--- config.mk ---
export PLATFORM = sky130hd
export DESIGN_NAME = ctlk_top
export DESIGN_NICKNAME = d
export VERILOG_FILES = /design/src/ctlk_pkg.sv /design/src/ctlk_top.sv
export VERILOG_INCLUDE_DIRS = /design/src /design/src/src
export SDC_FILE = /design/constraint.sdc
export NUM_CORES = 1
export LEC_CHECK = 0
export ABC_AREA = 1
export BUFFER_PORTS_ARGS = -buffer_cell sky130_fd_sc_hd__buf_2
export CAP_MARGIN = 40
export CORE_ASPECT_RATIO = 0.75
export CORE_MARGIN = 2
export CORE_UTILIZATION = 57
export DETAILED_ROUTE_END_ITERATION = 10
export PLACE_DENSITY_LB_ADDON = 0.05
export REMOVE_ABC_BUFFERS = 1
export SETUP_SLACK_MARGIN = 0.4
export SYNTH_ARGS = -nofsm -noshare
export SYNTH_HDL_FRONTEND = slang
export SYNTH_SLANG_ARGS = --single-unit
--- constraint.sdc ---
create_clock -name aclk -period 2.2 [get_ports aclk]
set_input_delay 0.22 -clock aclk [delete_from_list [all_inputs] [get_ports aclk]]
set_output_delay 0.22 -clock aclk [all_outputs]
set_load 0.02 [all_outputs]
--- src/ctlk_defs.svh ---
`ifndef CTLK_DEFS_SVH
`define CTLK_DEFS_SVH

// link frame layout: header, then op, address and data, fixed length
`define CTLK_HDR_W        8
`define CTLK_HDR          8'hB4
`define CTLK_OP_W         2
`define CTLK_ADDR_W       6
`define CTLK_DATA_W       16
`define CTLK_BODY_BITS    24
`define CTLK_FRAME_BITS   32
`define CTLK_BODY_LAST    5'h17
`define CTLK_FRAME_LAST   5'h1F

// link opcodes
`define CTLK_OP_WRITE     2'h0
`define CTLK_OP_READ      2'h1
`define CTLK_OP_CRST      2'h2
`define CTLK_OP_QFIRE     2'h3

// command pipeline depth, in internal clock ticks; the pulse comes on the fourth tick after the last bit
`define CTLK_CMD_LAT      3

// register indices; byte address on the bus is four times the index
`define CTLK_IDX_THRESH   6'h00
`define CTLK_IDX_MASK     6'h01
`define CTLK_IDX_QINJ     6'h02
`define CTLK_IDX_CONFIG   6'h03
`define CTLK_IDX_STATUS   6'h04

// field positions
`define CTLK_THR_MSB      6
`define CTLK_QINJ_LO_MSB  7
`define CTLK_QINJ_HI_LSB  8
`define CTLK_CFG_GAIN     0
`define CTLK_CFG_ATTEN    1
`define CTLK_CFG_QPROG    2
`define CTLK_ST_CODEERR   0
`define CTLK_ST_TXBUSY    1
`define CTLK_ST_FCNT_LSB  8

// reset values
`define CTLK_THR_RST      7'h10
`define CTLK_MASK_RST     16'hFFFF
`define CTLK_QINJ_RST     16'h8020
`define CTLK_CFG_RST      3'h0

// bus answers
`define CTLK_RESP_OKAY    2'h0
`define CTLK_RESP_SLVERR  2'h2

`endif

--- src/ctlk_pkg.sv ---
`include "ctlk_defs.svh"

package ctlk_pkg;

  typedef enum logic [1:0] {
    CTLK_WRITE,
    CTLK_READ,
    CTLK_CRST,
    CTLK_QFIRE
  } ctlk_op_t;

  typedef enum logic {
    CTLK_HUNT,
    CTLK_BODY
  } ctlk_rx_state_t;

  typedef struct packed {
    logic [`CTLK_OP_W-1:0]   op;
    logic [`CTLK_ADDR_W-1:0] addr;
    logic [`CTLK_DATA_W-1:0] data;
  } ctlk_frame_t;

  typedef struct packed {
    logic [`CTLK_THR_MSB:0]  thr;
    logic [`CTLK_DATA_W-1:0] mask;
    logic [`CTLK_DATA_W-1:0] qinj;
    logic [2:0]              cfg;
  } ctlk_regs_t;

endpackage : ctlk_pkg

--- src/ctlk_top.sv ---
`include "ctlk_defs.svh"

module ctlk_top (
  // system
  input  wire logic                    aclk,
  input  wire logic                    aresetn,
  // axi4-lite slave
  input  wire logic [7:0]              s_axi_awaddr,
  input  wire logic                    s_axi_awvalid,
  output logic                         s_axi_awready,
  input  wire logic [31:0]             s_axi_wdata,
  input  wire logic [3:0]              s_axi_wstrb,
  input  wire logic                    s_axi_wvalid,
  output logic                         s_axi_wready,
  output logic [1:0]                   s_axi_bresp,
  output logic                         s_axi_bvalid,
  input  wire logic                    s_axi_bready,
  input  wire logic [7:0]              s_axi_araddr,
  input  wire logic                    s_axi_arvalid,
  output logic                         s_axi_arready,
  output logic [31:0]                  s_axi_rdata,
  output logic [1:0]                   s_axi_rresp,
  output logic                         s_axi_rvalid,
  input  wire logic                    s_axi_rready,
  // control link
  input  wire logic                    link_clk,
  input  wire logic                    link_rx,
  output logic                         link_tx,
  output logic                         link_busy,
  // recovered clock
  output logic                         int_clk,
  output logic                         int_tick,
  // front end controls
  output logic [`CTLK_THR_MSB:0]       thr_code,
  output logic [`CTLK_DATA_W-1:0]      chan_mask,
  output logic                         gain_sel,
  output logic                         atten_en,
  output logic [7:0]                   qinj_level,
  output logic                         ts_reset,
  output logic                         qinj_fire
);
  import ctlk_pkg::*;

  function automatic logic [`CTLK_DATA_W-1:0] reg_read(
    input logic [`CTLK_ADDR_W-1:0] idx,
    input ctlk_regs_t              r,
    input logic [7:0]              st);
    logic [`CTLK_DATA_W-1:0] v;
    v = '0;
    if (idx == `CTLK_IDX_THRESH) v = {9'h000, r.thr};
    else if (idx == `CTLK_IDX_MASK) v = r.mask;
    else if (idx == `CTLK_IDX_QINJ) v = r.qinj;
    else if (idx == `CTLK_IDX_CONFIG) v = {13'h0000, r.cfg};
    else if (idx == `CTLK_IDX_STATUS) v = {8'h00, st};
    return v;
  endfunction

  function automatic logic idx_ok(input logic [`CTLK_ADDR_W-1:0] idx);
    return idx <= `CTLK_IDX_STATUS;
  endfunction

  // link pins cross from outside: two flops before any use
  logic [1:0] clk_sync;
  logic [1:0] rx_sync;
  logic       clk_d;
  always_ff @(posedge aclk) begin
    if (!aresetn) begin
      clk_sync <= 2'h0;
      rx_sync  <= 2'h0;
      clk_d    <= 1'b0;
    end else begin
      clk_sync <= {clk_sync[0], link_clk};
      rx_sync  <= {rx_sync[0], link_rx};
      clk_d    <= clk_sync[1];
    end
  end

  logic rise;
  logic fall;
  assign rise = clk_sync[1] & ~clk_d;
  assign fall = ~clk_sync[1] & clk_d;

  // recovered clock follows link clock, so duty stays that of the link
  always_ff @(posedge aclk) begin
    if (!aresetn) begin
      int_clk  <= 1'b0;
      int_tick <= 1'b0;
    end else begin
      int_clk  <= clk_sync[1];
      int_tick <= rise;
    end
  end

  // manchester receive: first half at rise, inverse expected at fall
  logic first_half;
  logic bit_ev;
  logic bit_val;
  logic code_bad;
  always_ff @(posedge aclk) begin
    if (!aresetn) begin
      first_half <= 1'b0;
    end else if (rise) begin
      first_half <= rx_sync[1];
    end
  end
  assign bit_ev   = fall;
  assign bit_val  = first_half;
  assign code_bad = fall & (rx_sync[1] == first_half);

  // receiver framing
  ctlk_rx_state_t          rx_state;
  logic [`CTLK_HDR_W-1:0]  hdr_sh;
  logic [`CTLK_BODY_BITS-1:0] body_sh;
  logic [4:0]              rx_cnt;
  logic                    frame_done;
  ctlk_frame_t             frame;
  logic                    code_err;
  logic [7:0]              frame_cnt;

  always_ff @(posedge aclk) begin
    if (!aresetn) begin
      rx_state   <= CTLK_HUNT;
      hdr_sh     <= '0;
      body_sh    <= '0;
      rx_cnt     <= 5'h00;
      frame_done <= 1'b0;
    end else begin
      frame_done <= 1'b0;
      case (rx_state)
        CTLK_HUNT: begin
          if (bit_ev) begin
            hdr_sh <= {hdr_sh[`CTLK_HDR_W-2:0], bit_val};
            if ({hdr_sh[`CTLK_HDR_W-2:0], bit_val} == `CTLK_HDR && !code_bad) begin
              rx_state <= CTLK_BODY;
              rx_cnt   <= 5'h00;
            end
          end
        end
        CTLK_BODY: begin
          if (code_bad) begin
            rx_state <= CTLK_HUNT;
            hdr_sh   <= '0;
          end else if (bit_ev) begin
            body_sh <= {body_sh[`CTLK_BODY_BITS-2:0], bit_val};
            rx_cnt  <= rx_cnt + 5'h01;
            if (rx_cnt == `CTLK_BODY_LAST) begin
              rx_state   <= CTLK_HUNT;
              hdr_sh     <= '0;
              frame_done <= 1'b1;
            end
          end
        end
        default: rx_state <= CTLK_HUNT;
      endcase
    end
  end
  assign frame = ctlk_frame_t'(body_sh);

  // timed commands: fixed tick pipeline from frame end
  logic [`CTLK_CMD_LAT-1:0] crst_pipe;
  logic [`CTLK_CMD_LAT-1:0] qfire_pipe;
  logic                     crst_req;
  logic                     qfire_req;
  always_ff @(posedge aclk) begin
    if (!aresetn) begin
      crst_req   <= 1'b0;
      qfire_req  <= 1'b0;
      crst_pipe  <= '0;
      qfire_pipe <= '0;
      ts_reset   <= 1'b0;
      qinj_fire  <= 1'b0;
    end else begin
      ts_reset  <= 1'b0;
      qinj_fire <= 1'b0;
      if (frame_done && frame.op == `CTLK_OP_CRST) crst_req <= 1'b1;
      if (frame_done && frame.op == `CTLK_OP_QFIRE) qfire_req <= 1'b1;
      if (rise) begin
        crst_pipe  <= {crst_pipe[`CTLK_CMD_LAT-2:0], crst_req};
        qfire_pipe <= {qfire_pipe[`CTLK_CMD_LAT-2:0], qfire_req};
        crst_req   <= 1'b0;
        qfire_req  <= 1'b0;
        ts_reset   <= crst_pipe[`CTLK_CMD_LAT-1];
        qinj_fire  <= qfire_pipe[`CTLK_CMD_LAT-1];
      end
    end
  end

  // axi write channel: address and data taken in either order
  logic [7:0]  aw_addr;
  logic [31:0] w_data;
  logic        aw_got;
  logic        w_got;
  logic        axi_wr;
  assign axi_wr = aw_got & w_got & ~s_axi_bvalid;

  always_ff @(posedge aclk) begin
    if (!aresetn) begin
      s_axi_awready <= 1'b0;
      s_axi_wready  <= 1'b0;
      s_axi_bvalid  <= 1'b0;
      s_axi_bresp   <= `CTLK_RESP_OKAY;
      aw_got        <= 1'b0;
      w_got         <= 1'b0;
      aw_addr       <= 8'h00;
      w_data        <= 32'h0000_0000;
    end else begin
      s_axi_awready <= ~aw_got & ~s_axi_bvalid & ~(s_axi_awvalid & s_axi_awready);
      s_axi_wready  <= ~w_got & ~s_axi_bvalid & ~(s_axi_wvalid & s_axi_wready);
      if (s_axi_awvalid && s_axi_awready) begin
        aw_got  <= 1'b1;
        aw_addr <= s_axi_awaddr;
      end
      if (s_axi_wvalid && s_axi_wready) begin
        w_got  <= 1'b1;
        w_data <= s_axi_wdata;
      end
      if (axi_wr) begin
        s_axi_bvalid <= 1'b1;
        s_axi_bresp  <= (idx_ok(aw_addr[7:2]) && aw_addr[7:2] != `CTLK_IDX_STATUS)
                        ? `CTLK_RESP_OKAY : `CTLK_RESP_SLVERR;
      end
      if (s_axi_bvalid && s_axi_bready) begin
        s_axi_bvalid <= 1'b0;
        aw_got       <= 1'b0;
        w_got        <= 1'b0;
      end
    end
  end

  // register file, shared by link and bus; a link write wins a clash
  ctlk_regs_t regs;
  logic       lnk_wr;
  logic [`CTLK_ADDR_W-1:0] wr_idx;
  logic [`CTLK_DATA_W-1:0] wr_dat;
  logic [1:0]              wr_be;
  assign lnk_wr = frame_done & (frame.op == `CTLK_OP_WRITE);
  assign wr_idx = lnk_wr ? frame.addr : aw_addr[7:2];
  assign wr_dat = lnk_wr ? frame.data : w_data[15:0];
  assign wr_be  = lnk_wr ? 2'h3 : s_axi_wstrb[1:0];

  always_ff @(posedge aclk) begin
    if (!aresetn) begin
      regs.thr  <= `CTLK_THR_RST;
      regs.mask <= `CTLK_MASK_RST;
      regs.qinj <= `CTLK_QINJ_RST;
      regs.cfg  <= `CTLK_CFG_RST;
    end else if (lnk_wr || axi_wr) begin
      if (wr_idx == `CTLK_IDX_THRESH) begin
        if (wr_be[0]) regs.thr <= wr_dat[`CTLK_THR_MSB:0];
      end else if (wr_idx == `CTLK_IDX_MASK) begin
        if (wr_be[0]) regs.mask[7:0] <= wr_dat[7:0];
        if (wr_be[1]) regs.mask[15:8] <= wr_dat[15:8];
      end else if (wr_idx == `CTLK_IDX_QINJ) begin
        if (wr_be[0]) regs.qinj[7:0] <= wr_dat[7:0];
        if (wr_be[1]) regs.qinj[15:8] <= wr_dat[15:8];
      end else if (wr_idx == `CTLK_IDX_CONFIG) begin
        if (wr_be[0]) regs.cfg <= wr_dat[2:0];
      end
    end
  end

  // status: code error sticky, set wins over clear by status write
  always_ff @(posedge aclk) begin
    if (!aresetn) begin
      code_err  <= 1'b0;
      frame_cnt <= 8'h00;
    end else begin
      if (code_bad && rx_state == CTLK_BODY) code_err <= 1'b1;
      else if ((lnk_wr || axi_wr) && wr_idx == `CTLK_IDX_STATUS) code_err <= 1'b0;
      if (frame_done) frame_cnt <= frame_cnt + 8'h01;
    end
  end

  logic [7:0] status;
  assign status = {frame_cnt[5:0], link_busy, code_err};

  // axi read channel
  always_ff @(posedge aclk) begin
    if (!aresetn) begin
      s_axi_arready <= 1'b0;
      s_axi_rvalid  <= 1'b0;
      s_axi_rdata   <= 32'h0000_0000;
      s_axi_rresp   <= `CTLK_RESP_OKAY;
    end else begin
      s_axi_arready <= ~s_axi_rvalid & ~(s_axi_arvalid & s_axi_arready);
      if (s_axi_arvalid && s_axi_arready) begin
        s_axi_rvalid <= 1'b1;
        s_axi_rdata  <= {16'h0000, reg_read(s_axi_araddr[7:2], regs, status)};
        s_axi_rresp  <= idx_ok(s_axi_araddr[7:2]) ? `CTLK_RESP_OKAY
                                                  : `CTLK_RESP_SLVERR;
      end else if (s_axi_rvalid && s_axi_rready) begin
        s_axi_rvalid <= 1'b0;
      end
    end
  end

  // link transmit: read reply framed like a request, bits paced by link
  logic [`CTLK_FRAME_BITS-1:0] tx_sh;
  logic [4:0]                  tx_cnt;
  logic                        tx_bit;
  always_ff @(posedge aclk) begin
    if (!aresetn) begin
      tx_sh     <= '0;
      tx_cnt    <= 5'h00;
      tx_bit    <= 1'b0;
      link_busy <= 1'b0;
      link_tx   <= 1'b0;
    end else begin
      if (frame_done && frame.op == `CTLK_OP_READ && !link_busy) begin
        link_busy <= 1'b1;
        tx_sh     <= {`CTLK_HDR, frame.op, frame.addr,
                      reg_read(frame.addr, regs, status)};
        tx_cnt    <= 5'h00;
      end else if (rise && link_busy) begin
        tx_bit  <= tx_sh[`CTLK_FRAME_BITS-1];
        link_tx <= tx_sh[`CTLK_FRAME_BITS-1];
        tx_sh   <= {tx_sh[`CTLK_FRAME_BITS-2:0], 1'b0};
        // wraps to zero after the last bit of the frame
        tx_cnt  <= tx_cnt + 5'h01;
      end else if (fall && link_busy) begin
        link_tx <= ~tx_bit;
        // busy dropped at the fall that starts the low half of the last bit
        if (tx_cnt == 5'h00) link_busy <= 1'b0;
      end else if (fall) begin
        link_tx <= 1'b0;
      end
    end
  end

  // front end drive; threshold never scaled by gain or attenuator
  always_ff @(posedge aclk) begin
    if (!aresetn) begin
      thr_code   <= `CTLK_THR_RST;
      chan_mask  <= `CTLK_MASK_RST;
      gain_sel   <= 1'b0;
      atten_en   <= 1'b0;
      qinj_level <= 8'h00;
    end else begin
      thr_code  <= regs.thr;
      chan_mask <= regs.mask;
      gain_sel  <= regs.cfg[`CTLK_CFG_GAIN];
      atten_en  <= regs.cfg[`CTLK_CFG_ATTEN];
      if (regs.cfg[`CTLK_CFG_QPROG])
        qinj_level <= regs.qinj[`CTLK_QINJ_LO_MSB:0];
      else if (regs.cfg[`CTLK_CFG_GAIN])
        qinj_level <= regs.qinj[15:`CTLK_QINJ_HI_LSB];
      else
        qinj_level <= regs.qinj[`CTLK_QINJ_LO_MSB:0];
    end
  end

  a_tick_on_rise: assert property (@(posedge aclk) disable iff (!aresetn)
    rise |=> int_tick && int_clk)
    else $error("tick missing after link clock rise");

  a_clk_follows: assert property (@(posedge aclk) disable iff (!aresetn)
    fall |=> !int_clk)
    else $error("recovered clock not low after fall");

  a_hdr_realign: assert property (@(posedge aclk) disable iff (!aresetn)
    rx_state == CTLK_HUNT ##1 rx_state == CTLK_BODY |-> rx_cnt == 5'h00)
    else $error("bit counter not realigned on header");

  a_frame_len: assert property (@(posedge aclk) disable iff (!aresetn)
    frame_done |-> $past(rx_cnt) == `CTLK_BODY_LAST)
    else $error("frame ended at wrong bit count");

  a_crst_lat: assert property (@(posedge aclk) disable iff (!aresetn)
    rise && crst_pipe[`CTLK_CMD_LAT-1] |=> ts_reset)
    else $error("counter reset not issued at fixed latency");

  a_qfire_lat: assert property (@(posedge aclk) disable iff (!aresetn)
    qinj_fire |-> $past(qfire_pipe[`CTLK_CMD_LAT-1]) && $past(rise))
    else $error("charge fire without queued command");

  a_thr_fixed: assert property (@(posedge aclk) disable iff (!aresetn)
    ##1 thr_code == $past(regs.thr))
    else $error("threshold code altered by gain state");

  a_qinj_gain: assert property (@(posedge aclk) disable iff (!aresetn)
    !regs.cfg[`CTLK_CFG_QPROG] && regs.cfg[`CTLK_CFG_GAIN]
      |=> qinj_level == $past(regs.qinj[15:8]))
    else $error("injected amount does not follow gain");

  a_link_write: assert property (@(posedge aclk) disable iff (!aresetn)
    lnk_wr && frame.addr == `CTLK_IDX_MASK |=> regs.mask == $past(frame.data))
    else $error("link write did not reach register");

  a_busy_read: assert property (@(posedge aclk) disable iff (!aresetn)
    frame_done && frame.op == `CTLK_OP_READ && !link_busy |=> link_busy)
    else $error("read reply did not start");

endmodule // ctlk_top

==> run summary, run 1 <==
The number of enable flip-flop cells after synthesis is 0. The total wirelength of the detailed-routed design is 23900 µm. TritonCTS built the clock tree. The count of distinct cell types in the synthesized netlist is 44. The critical path data arrival time is 2.19 ns. The finished cells cover 11300 µm². At the end of routability-driven placement, the weighted congestion stood at 0.929. In the final routed layout, each cell accounts on average for 14.9 µm. The via-per-instance ratio is 5.31. After synthesis, the share of flip-flops with an asynchronous set or reset is 0. The sequential share of the synthesized area is 0.482. The most used flip-flop cell after synthesis is sky130_fd_sc_hd__dfxtp_1. The signal on the critical path passes through nor2_4, nand2_4, buf_12, o21ai_4, nand2_4, nor3_4, buf_6, nand2_8, nand2_2, nand3_1. The area growth from synthesis to layout is 21.3%.

By area the synthesized netlist is led by sky130_fd_sc_hd__dfxtp_1 48%, sky130_fd_sc_hd__nand2_1 9.8%, sky130_fd_sc_hd__a21oi_1 7.2%, sky130_fd_sc_hd__inv_1 6.4%, sky130_fd_sc_hd__o21ai_0 6.2%. The cell sitting at the root of the clock tree is a sky130_fd_sc_hd__clkbuf_16. The maximum clock insertion buffer count came out at 3.

The floorplan die height is 115 µm. In this run the static leakage power is 4.99 nW. The count of final setup violators came out at 0. The die span in x came out at 151 µm. The number of failing hold endpoints at the final stage is 1. The fraction of the cycle the final worst path needs came out at 0.825. The flow ran to the end, but the final reports show violations.

The largest net degree at the start of global routing is 38. The first global-routing pass estimated 37300 µm of wire. The number of buffers added by the clock tree synthesis step came out at 22. For this run, the top clock speed supported by timing is 0.551 GHz.

The number of instances in the synthesized netlist is 1255. The worst hold slack after final layout came out at -0.00118 ns. The library cell with the largest summed area after synthesis is sky130_fd_sc_hd__dfxtp_1.

The number of rows in the core area is 40. The starting density of the core came out at 0.582. In the routed design, unresolved DRC markers number 0. In this run the number of H-tree levels came out at 1. The die area came out at 17400 µm². The slew at the pin closest to its max-slew limit is 0.645 ns. The worst setup path is of the flip-flop to flip-flop kind. In the final design database the tool counted 1449 nets. The worst clock skew is 0.00962 ns. Detailed placement ended at an HPWL of 16500 µm. The minimum clock period after layout came out at 1.81 ns.

The max-slew violation total from the final report is 0. The kind of start point of the critical path is a flip-flop. The area share of the largest cell type after synthesis is 0.482. The data required time of the critical path is 2.58 ns. Global routing finished with a remaining overflow of 0. The worst register-to-register path begins at body_sh[22]. The critical path contains buffers and inverters numbering 2 combined. During synthesis, Yosys emitted a total of 0 warnings.

The delay of the slowest critical-path stage came out at 0.36 ns. The ratio of total power to cell area came out at 775 nW/µm². Pin placement for this block handled 141 I/O pins.

The via count of the first global-routing pass came to 7330. The total standard cell area after synthesis is 9300 µm². After clock tree synthesis, the clock-pin slew on the worst setup and hold paths is 0.06 ns. The kind of end point of the critical path is a flip-flop.

The clock reaches the later pin of the worst-skew pair after 0.50 ns. The total of buffers placed on input and output ports came out at 100. The count of nets left with antenna violations once routing finished came out at 0. The first routing iteration left 720 violations. Of the cells placed in the final design, the portion with a size suffix greater than 1 is 0.175. The average footprint of a synthesized cell came out at 7.41 µm². The tightest slew margin relative to the limit is 0.568. The global routing usage summed across all routing layers is 0.268. In this design, the critical path's most frequently occurring cell is sky130_fd_sc_hd__nand2_4. The total of flip-flops plus latches after synthesis is 224.

The startpoint identified for the worst hold timing path is s_axi_wdata[5]. The final reports fail on negative hold slack. Tracing the worst setup path back leads to its startpoint at body_sh[22].

In this run the worst path has a maximum fanout of 8. Adding up every negative setup slack in the final design gives 0 ns. The final antenna diode count is 0. The slowest stage of the critical path belongs to the cell sky130_fd_sc_hd__dfxtp_4. The type of the most critical hold path is input port to flip-flop.

The sink count of the clock tree came out at 224. The maximum vdd drop is 0.547 mV. The total area inside the core boundary comes to 16000 µm². The first detailed-routing pass ran for 5 iterations.

Broken down by cell family, the worst path's largest delay share belongs to simple AND/OR/NAND/NOR gates. Setup repair after global routing could not meet its margin everywhere. The total via count after detailed routing came out at 8545. Counting instances in the post-synthesis netlist gives the leading cell types as 242 x sky130_fd_sc_hd__nand2_1, 224 x sky130_fd_sc_hd__dfxtp_1, 159 x sky130_fd_sc_hd__inv_1. Max-cap violations in this run came to 0.

The number of antenna violations at the first check in global routing was 0. The placed instances occupy a cell area of 9970 µm². The most common cell in the synthesized netlist is sky130_fd_sc_hd__nand2_1.
==> power breakdown <==
part	switching (mW)	internal [mW]
clock	1.57	2.49
sequential	0.0275	4.11
combinational	0.369	0.181
total	1.96	6.78
==> final timing paths <==
kind / slack [ns] / endpoint / cells after the start
worst max-delay path: 0.39 / regs[22] / 10
worst min-delay path: -0.001 / w_data[5] / 3
worst max register to register: 0.39 / regs[22] / 10
worst min register to register: 0.42 / rx_sync[1] / 2
==> stage by stage <==
step / worst slack (ns) / total power, mW / std cells / utilization
floorplan: 0.192 / 4.52 / 1204 / -
global placement: 0.362 / 4.69 / 1541 / 0.625
detailed placement: 0.344 / 4.69 / 1541 / 0.625
CTS: 0.418 / 8.73 / 1595 / 0.687
global route: 0.299 / 9.02 / 1608 / 0.706
finish: 0.386 / 8.75 / 1608 / 0.706
==> cell usage in the layout (no fill, tap or decap), types with 14 or more instances in the layout <==
cell type,n
sky130_fd_sc_hd__buf_4,32
sky130_fd_sc_hd__nor2_1,123
sky130_fd_sc_hd__buf_2,99
sky130_fd_sc_hd__o22ai_1,27
sky130_fd_sc_hd__nand2_1,222
sky130_fd_sc_hd__a21oi_1,132
sky130_fd_sc_hd__clkbuf_16,23
sky130_fd_sc_hd__nand3_1,46
sky130_fd_sc_hd__conb_1,18
sky130_fd_sc_hd__o21ai_0,109
sky130_fd_sc_hd__dfxtp_1,221
sky130_fd_sc_hd__inv_1,156
sky130_fd_sc_hd__a31oi_1,14
sky130_fd_sc_hd__nor3_1,14
sky130_fd_sc_hd__dlygate4sd3_1,14
sky130_fd_sc_hd__nand2_2,17
sky130_fd_sc_hd__o21ai_1,16
==> routing by layer <==
layer  global-route usage  wire (µm)  vias up
met5                    0          0        -
met1                0.420      11800     3902
li1                     -          -     4308
met2                0.393      10100      307
met3               0.0367       1690       28
met4               0.0517        337        0
==> what timing repair did <==
action | in CTS | in global routing
hold buffers | 14 | 0
endpoints found under the setup margin | 25 | 55
endpoints found under the hold margin | 14 | 0
pin swaps | 2 | 14
gates resized for setup | 10 | 62
setup buffers | 2 | 10
gates cloned | 0 | 3
==> tightest hold or removal path, stage by stage <==
cell and delay (ns):
sky130_fd_sc_hd__buf_2 0.07, sky130_fd_sc_hd__o21ai_0 0.07, sky130_fd_sc_hd__a21oi_1 0.11
==> flip-flops by register name (all words and copies together) (netlist names), 2 cells and up <==
name         flops
regs            42
chan_mask       16
s_axi_rdata     16
hdr_sh           7
crst_pipe        3
rx_sync          2
tx_sh           32
tx_cnt           5
aw_addr          6
frame_cnt        6
clk_sync         2
w_data          16
qinj_level       8
body_sh         24
rx_cnt           5
thr_code         7
qfire_pipe       3
==> layout make-up <==
cell class	instances	area (µm²)
Clock buffer	32	679
Inverter	165	629
Fill cell	1338	4690
Multi-Input combinational cell	818	4120
Tap cell	210	263
Clock inverter	6	109
Timing Repair Buffer	153	983
Sequential cell	224	4490
==> logic make-up (layout without fill, tap and decap cells) <==
kind of cell,Yosys count,count (layout),share of synthesized area
buffers and inverters,233,356,0.106
adder cells (fa/ha/maj),4,4,0.00538
AND/OR/NAND/NOR,470,473,0.218
flip-flops,224,224,0.482
other,1,18,0.000403
AO/OA/AOI/OAI,320,320,0.185
XOR/XNOR,3,3,0.00283
Power figures use the tool's default switching activity.
==> run 2, diff against run 1 <==
--- a/config.mk
+++ b/config.mk
@@ -6,12 +6,12 @@
 export SDC_FILE = /design/constraint.sdc
 export NUM_CORES = 1
 export LEC_CHECK = 0
-export ABC_AREA = 1
+export ABC_AREA = 0
 export BUFFER_PORTS_ARGS = -buffer_cell sky130_fd_sc_hd__buf_2
 export CAP_MARGIN = 40
 export CORE_ASPECT_RATIO = 0.75
 export CORE_MARGIN = 2
-export CORE_UTILIZATION = 57
+export CORE_UTILIZATION = 51
 export DETAILED_ROUTE_END_ITERATION = 10
 export PLACE_DENSITY_LB_ADDON = 0.05
 export REMOVE_ABC_BUFFERS = 1
==> constraint.sdc (replaced) <==
create_clock -name aclk -period 1.6 [get_ports aclk]
set_input_delay 0.16 -clock aclk [delete_from_list [all_inputs] [get_ports aclk]]
set_output_delay 0.16 -clock aclk [all_outputs]
set_load 0.02 [all_outputs]
==> run summary, run 2 <==
The number of flip-flops in the largest register was 42 (unchanged). Relative to the synthesized area, the layout overhead comes to 49.2%. The starting density of the core came out at 0.526 (-0.0567). The count of warnings emitted by yosys came out at 0 (unchanged). The tree is rooted in a sky130_fd_sc_hd__clkbuf_16. The global-route wire length before repair came out at 44400 µm (+19%). The number of enable flip-flop cells after synthesis is 0 (unchanged).

The cell at the slowest stage of the critical path is sky130_fd_sc_hd__or4_4. The area of the core region was 17800 µm² (+11%). The reg-to-reg startpoint is aw_addr[4]. The final antenna diode count is 0 (unchanged).

sky130_fd_sc_hd__dfxtp_1 takes more of the synthesized area than any other cell. Ranked by total cell area, the synthesized netlist is headed by sky130_fd_sc_hd__dfxtp_1 48%, sky130_fd_sc_hd__nand2_1 8.6%, sky130_fd_sc_hd__a21oi_1 5.5%, sky130_fd_sc_hd__mux2i_1 4.4%, sky130_fd_sc_hd__nor2_1 2.6%. The most used flip-flop cell after synthesis is sky130_fd_sc_hd__dfxtp_1. The worst setup path is launched from a flip-flop. The number of nets in the layout is 1406 (-3.0%). The critical path data arrival time came to 2.39 ns (+0.20 ns). Setup repair after global routing could not meet its margin everywhere.

The via count of the first global-routing pass is 8357 (+14%). The via-per-instance ratio is 5.67 (+6.8%). The maximum clock rate came out at 0.507 GHz (-8.0%).

On the critical path the largest part of the delay comes from simple AND/OR/NAND/NOR gates. The minimum clock period after layout is 1.97 ns (+0.159 ns). The number of buffers added by the clock tree synthesis step is 23 (+4.5%). The largest registers in the layout are regs (42), tx_sh (32), body_sh (24).

The top-level I/O count is 141 (unchanged). The per-cell routed wire length is 19.1 µm (+29%). The share of the core filled with cells came out at 0.784 (+0.0779). The floorplan die height came out at 121 µm (+5.7%).

The die span in x is 160 µm (+5.8%). In the layout the commonest cells are 197 x sky130_fd_sc_hd__dfxtp_1, 122 x sky130_fd_sc_hd__nand2_1, 119 x sky130_fd_sc_hd__buf_4. The count of unresolved DRC violations after routing was 0 (unchanged). The ratio of total power to cell area came out at 864 nW/µm² (+11%). The total overflow reported by the global router is 0 (unchanged). The data required time of the critical path came out at 2.02 ns (-0.56 ns).

The worst clock skew came out at 0.0286 ns (+0.0190 ns). The run finished, with violations left. The filler-free cell count of the finished design came out at 1598 (-0.62%). The setup slack of the critical path after layout is -0.373 ns (-0.759 ns). The most frequent cell after synthesis is sky130_fd_sc_hd__dfxtp_1. The total wirelength of the detailed-routed design came to 30600 µm (+28%). The sequential share of the synthesized area is 0.480 (-0.00200). The number of nets with antenna violations after detailed routing is 0 (unchanged). The total power is 12.0 mW (+38%). regs holds more flip-flops than any other register.

The total via count after detailed routing is 9067 (+6.1%). The number of failing hold endpoints at the final stage is 0 (-1). The maximum clock insertion buffer count came out at 3 (unchanged). Walking the worst path, the cells encountered are or4b_4, or4_4, nand2_4, mux2i_1. The number of rows in the core area came out at 42 (+5.0%). The number of instances in the synthesized netlist is 1084 (-14%). The number of inserted filler cells in the final layout came out at 1133 (-15%). The max-capacitance violation count came out at 0 (unchanged). The share of post-route cells with drive strength above 1 was 0.443 (+0.269). The final sum of negative setup slack came out at -9.02 ns (-9.02 ns).

The delay of the slowest critical-path stage is 0.57 ns (+0.21 ns). The count of distinct cell types in the synthesized netlist came out at 66 (+50%). The max-slew violation total from the final report was 0 (unchanged). The largest net degree at the start of global routing is 40 (+5.3%). The maximum vdd drop was 0.667 mV (+22%).

The count of H-tree levels built during CTS came out at 1 (unchanged). The critical path buffer and inverter count is 0 (-2). The total cell area at the placement stage came out at 10700 µm² (+6.9%).

The number of iterations in the first detailed-routing pass came out at 6 (+1). Leaving out fill and tap cells, the most frequent cell in the layout is sky130_fd_sc_hd__dfxtp_1. The average footprint of a synthesized cell is 8.61 µm² (+16%).

The area share of the largest cell type after synthesis is 0.480 (-0.00200). The total of buffers placed on input and output ports is 100 (unchanged). The total of flip-flops plus latches after synthesis is 224 (unchanged).

The HPWL after detailed placement came to 18400 µm (+12%). The worst hold path begins at s_axi_arvalid. The share of synthesized flip-flops with an asynchronous set or reset is 0 (unchanged). The number of antenna violations at the first check in global routing is 0 (unchanged).

TritonCTS built the clock tree. The tightest min-delay check is of the input port to flip-flop type. The final non-filler cell area came out at 13900 µm² (+24%). The area of combinational cells with multiple inputs is 5570 µm² (+35%). The critical path in this run is classified as flip-flop to flip-flop. The clock-pin slew reported for the worst setup and hold paths after clock tree synthesis was 0.06 ns (about the same). The total standard cell area after synthesis is 9340 µm² (+0.42%). The biggest fanout along the worst timing path came out at 5 (-3). The commonest cells after synthesis are 224 x sky130_fd_sc_hd__dfxtp_1, 215 x sky130_fd_sc_hd__nand2_1, 102 x sky130_fd_sc_hd__a21oi_1.

The die area came out at 19400 µm² (+12%). The leakage power total was 5.77 nW (+16%). The final reports fail on negative setup slack. The launch point of the worst path is aw_addr[4].

The weighted congestion reported at the end of routability-driven placement came out at 0.888 (-4.4%). The sink count of the clock tree came out at 224 (unchanged). The global routing usage summed across all routing layers is 0.288 (+0.0198). The insertion delay to the later sink of the worst-skew pair is 0.53 ns (+0.03 ns).

The worst setup path is captured at a flip-flop. The area taken by flip-flops and latches came to 4530 µm² (+0.89%). The count of final setup violators came to 49 (+49). The count of routing violations after the opening detailed-route iteration is 911 (+27%).

The number of placed instances, taps included came out at 1462 (-5.1%). The fraction of the cycle the final worst path needs came to 1.23 (+0.408).
[run 2: through the flow]
step | hold WS (ns) | setup slack (ns)
3_5_place_dp | 0.370 | -0.420
3_3_place_gp | 0.369 | -0.414
4_1_cts | 0.0787 | -0.245
2_1_floorplan | 0.236 | -1.13
6_report | 0.0590 | -0.373
5_1_grt | 0.0935 | -0.368
[run 2: final timing paths]
kind | slack, ns | to | cells past startpoint
min reg2reg | 0.44 | rx_sync[1] | 1
max | -0.37 | regs[9] | 4
max reg2reg | -0.37 | regs[9] | 4
min | 0.06 | s_axi_arready | 3
[run 2: tightest hold or removal path, stage by stage]
cell and delay, ns:
sky130_fd_sc_hd__buf_2 0.10, sky130_fd_sc_hd__and2_2 0.21, sky130_fd_sc_hd__nor3_1 0.05
[run 2: logic make-up (layout without fill, tap and decap cells)]
kind of cell	Yosys count	after routing	share of synthesized area
AND/OR/NAND/NOR	446	446	0.229
adder cells (fa/ha/maj)	4	4	0.00536
AO/OA/AOI/OAI	228	228	0.154
buffers and inverters	115	370	0.0596
flip-flops	224	224	0.480
multiplexers	57	57	0.0633
XOR/XNOR	9	9	0.00844
other	1	18	0.000402
[run 2: where the power goes]
group / leakage, nW / switching [mW] / internal, mW
sequential: 1.82 / 0.0379 / 5.63
combinational: 3.58 / 0.451 / 0.343
clock: 0.376 / 2.30 / 3.28
total: 5.77 / 2.78 / 9.25
[run 2: repair_timing]
item	in CTS	in global routing
pin swaps	176	75
gates resized for setup	308	153
endpoints found under the hold margin	28	0
gates cloned	8	0
setup buffers	35	26
endpoints found under the setup margin	144	178
hold buffers	27	0
[run 2: layout make-up]
cell class	instances	area share
clock buffers	31	0.0456
clock inverters	9	0.00952
inverters	21	0.00575
multi-input cells	762	0.400
flip-flops and latches	224	0.325
well taps	242	0.0217
repair buffers	309	0.193
[run 2: routing by layer]
metal,vias up,part of all wire,track usage
met5,-,0,0
met2,366,0.44,0.432
li1,4251,-,-
met4,0,0.021,0.0698
met1,4391,0.46,0.427
met3,59,0.074,0.0550
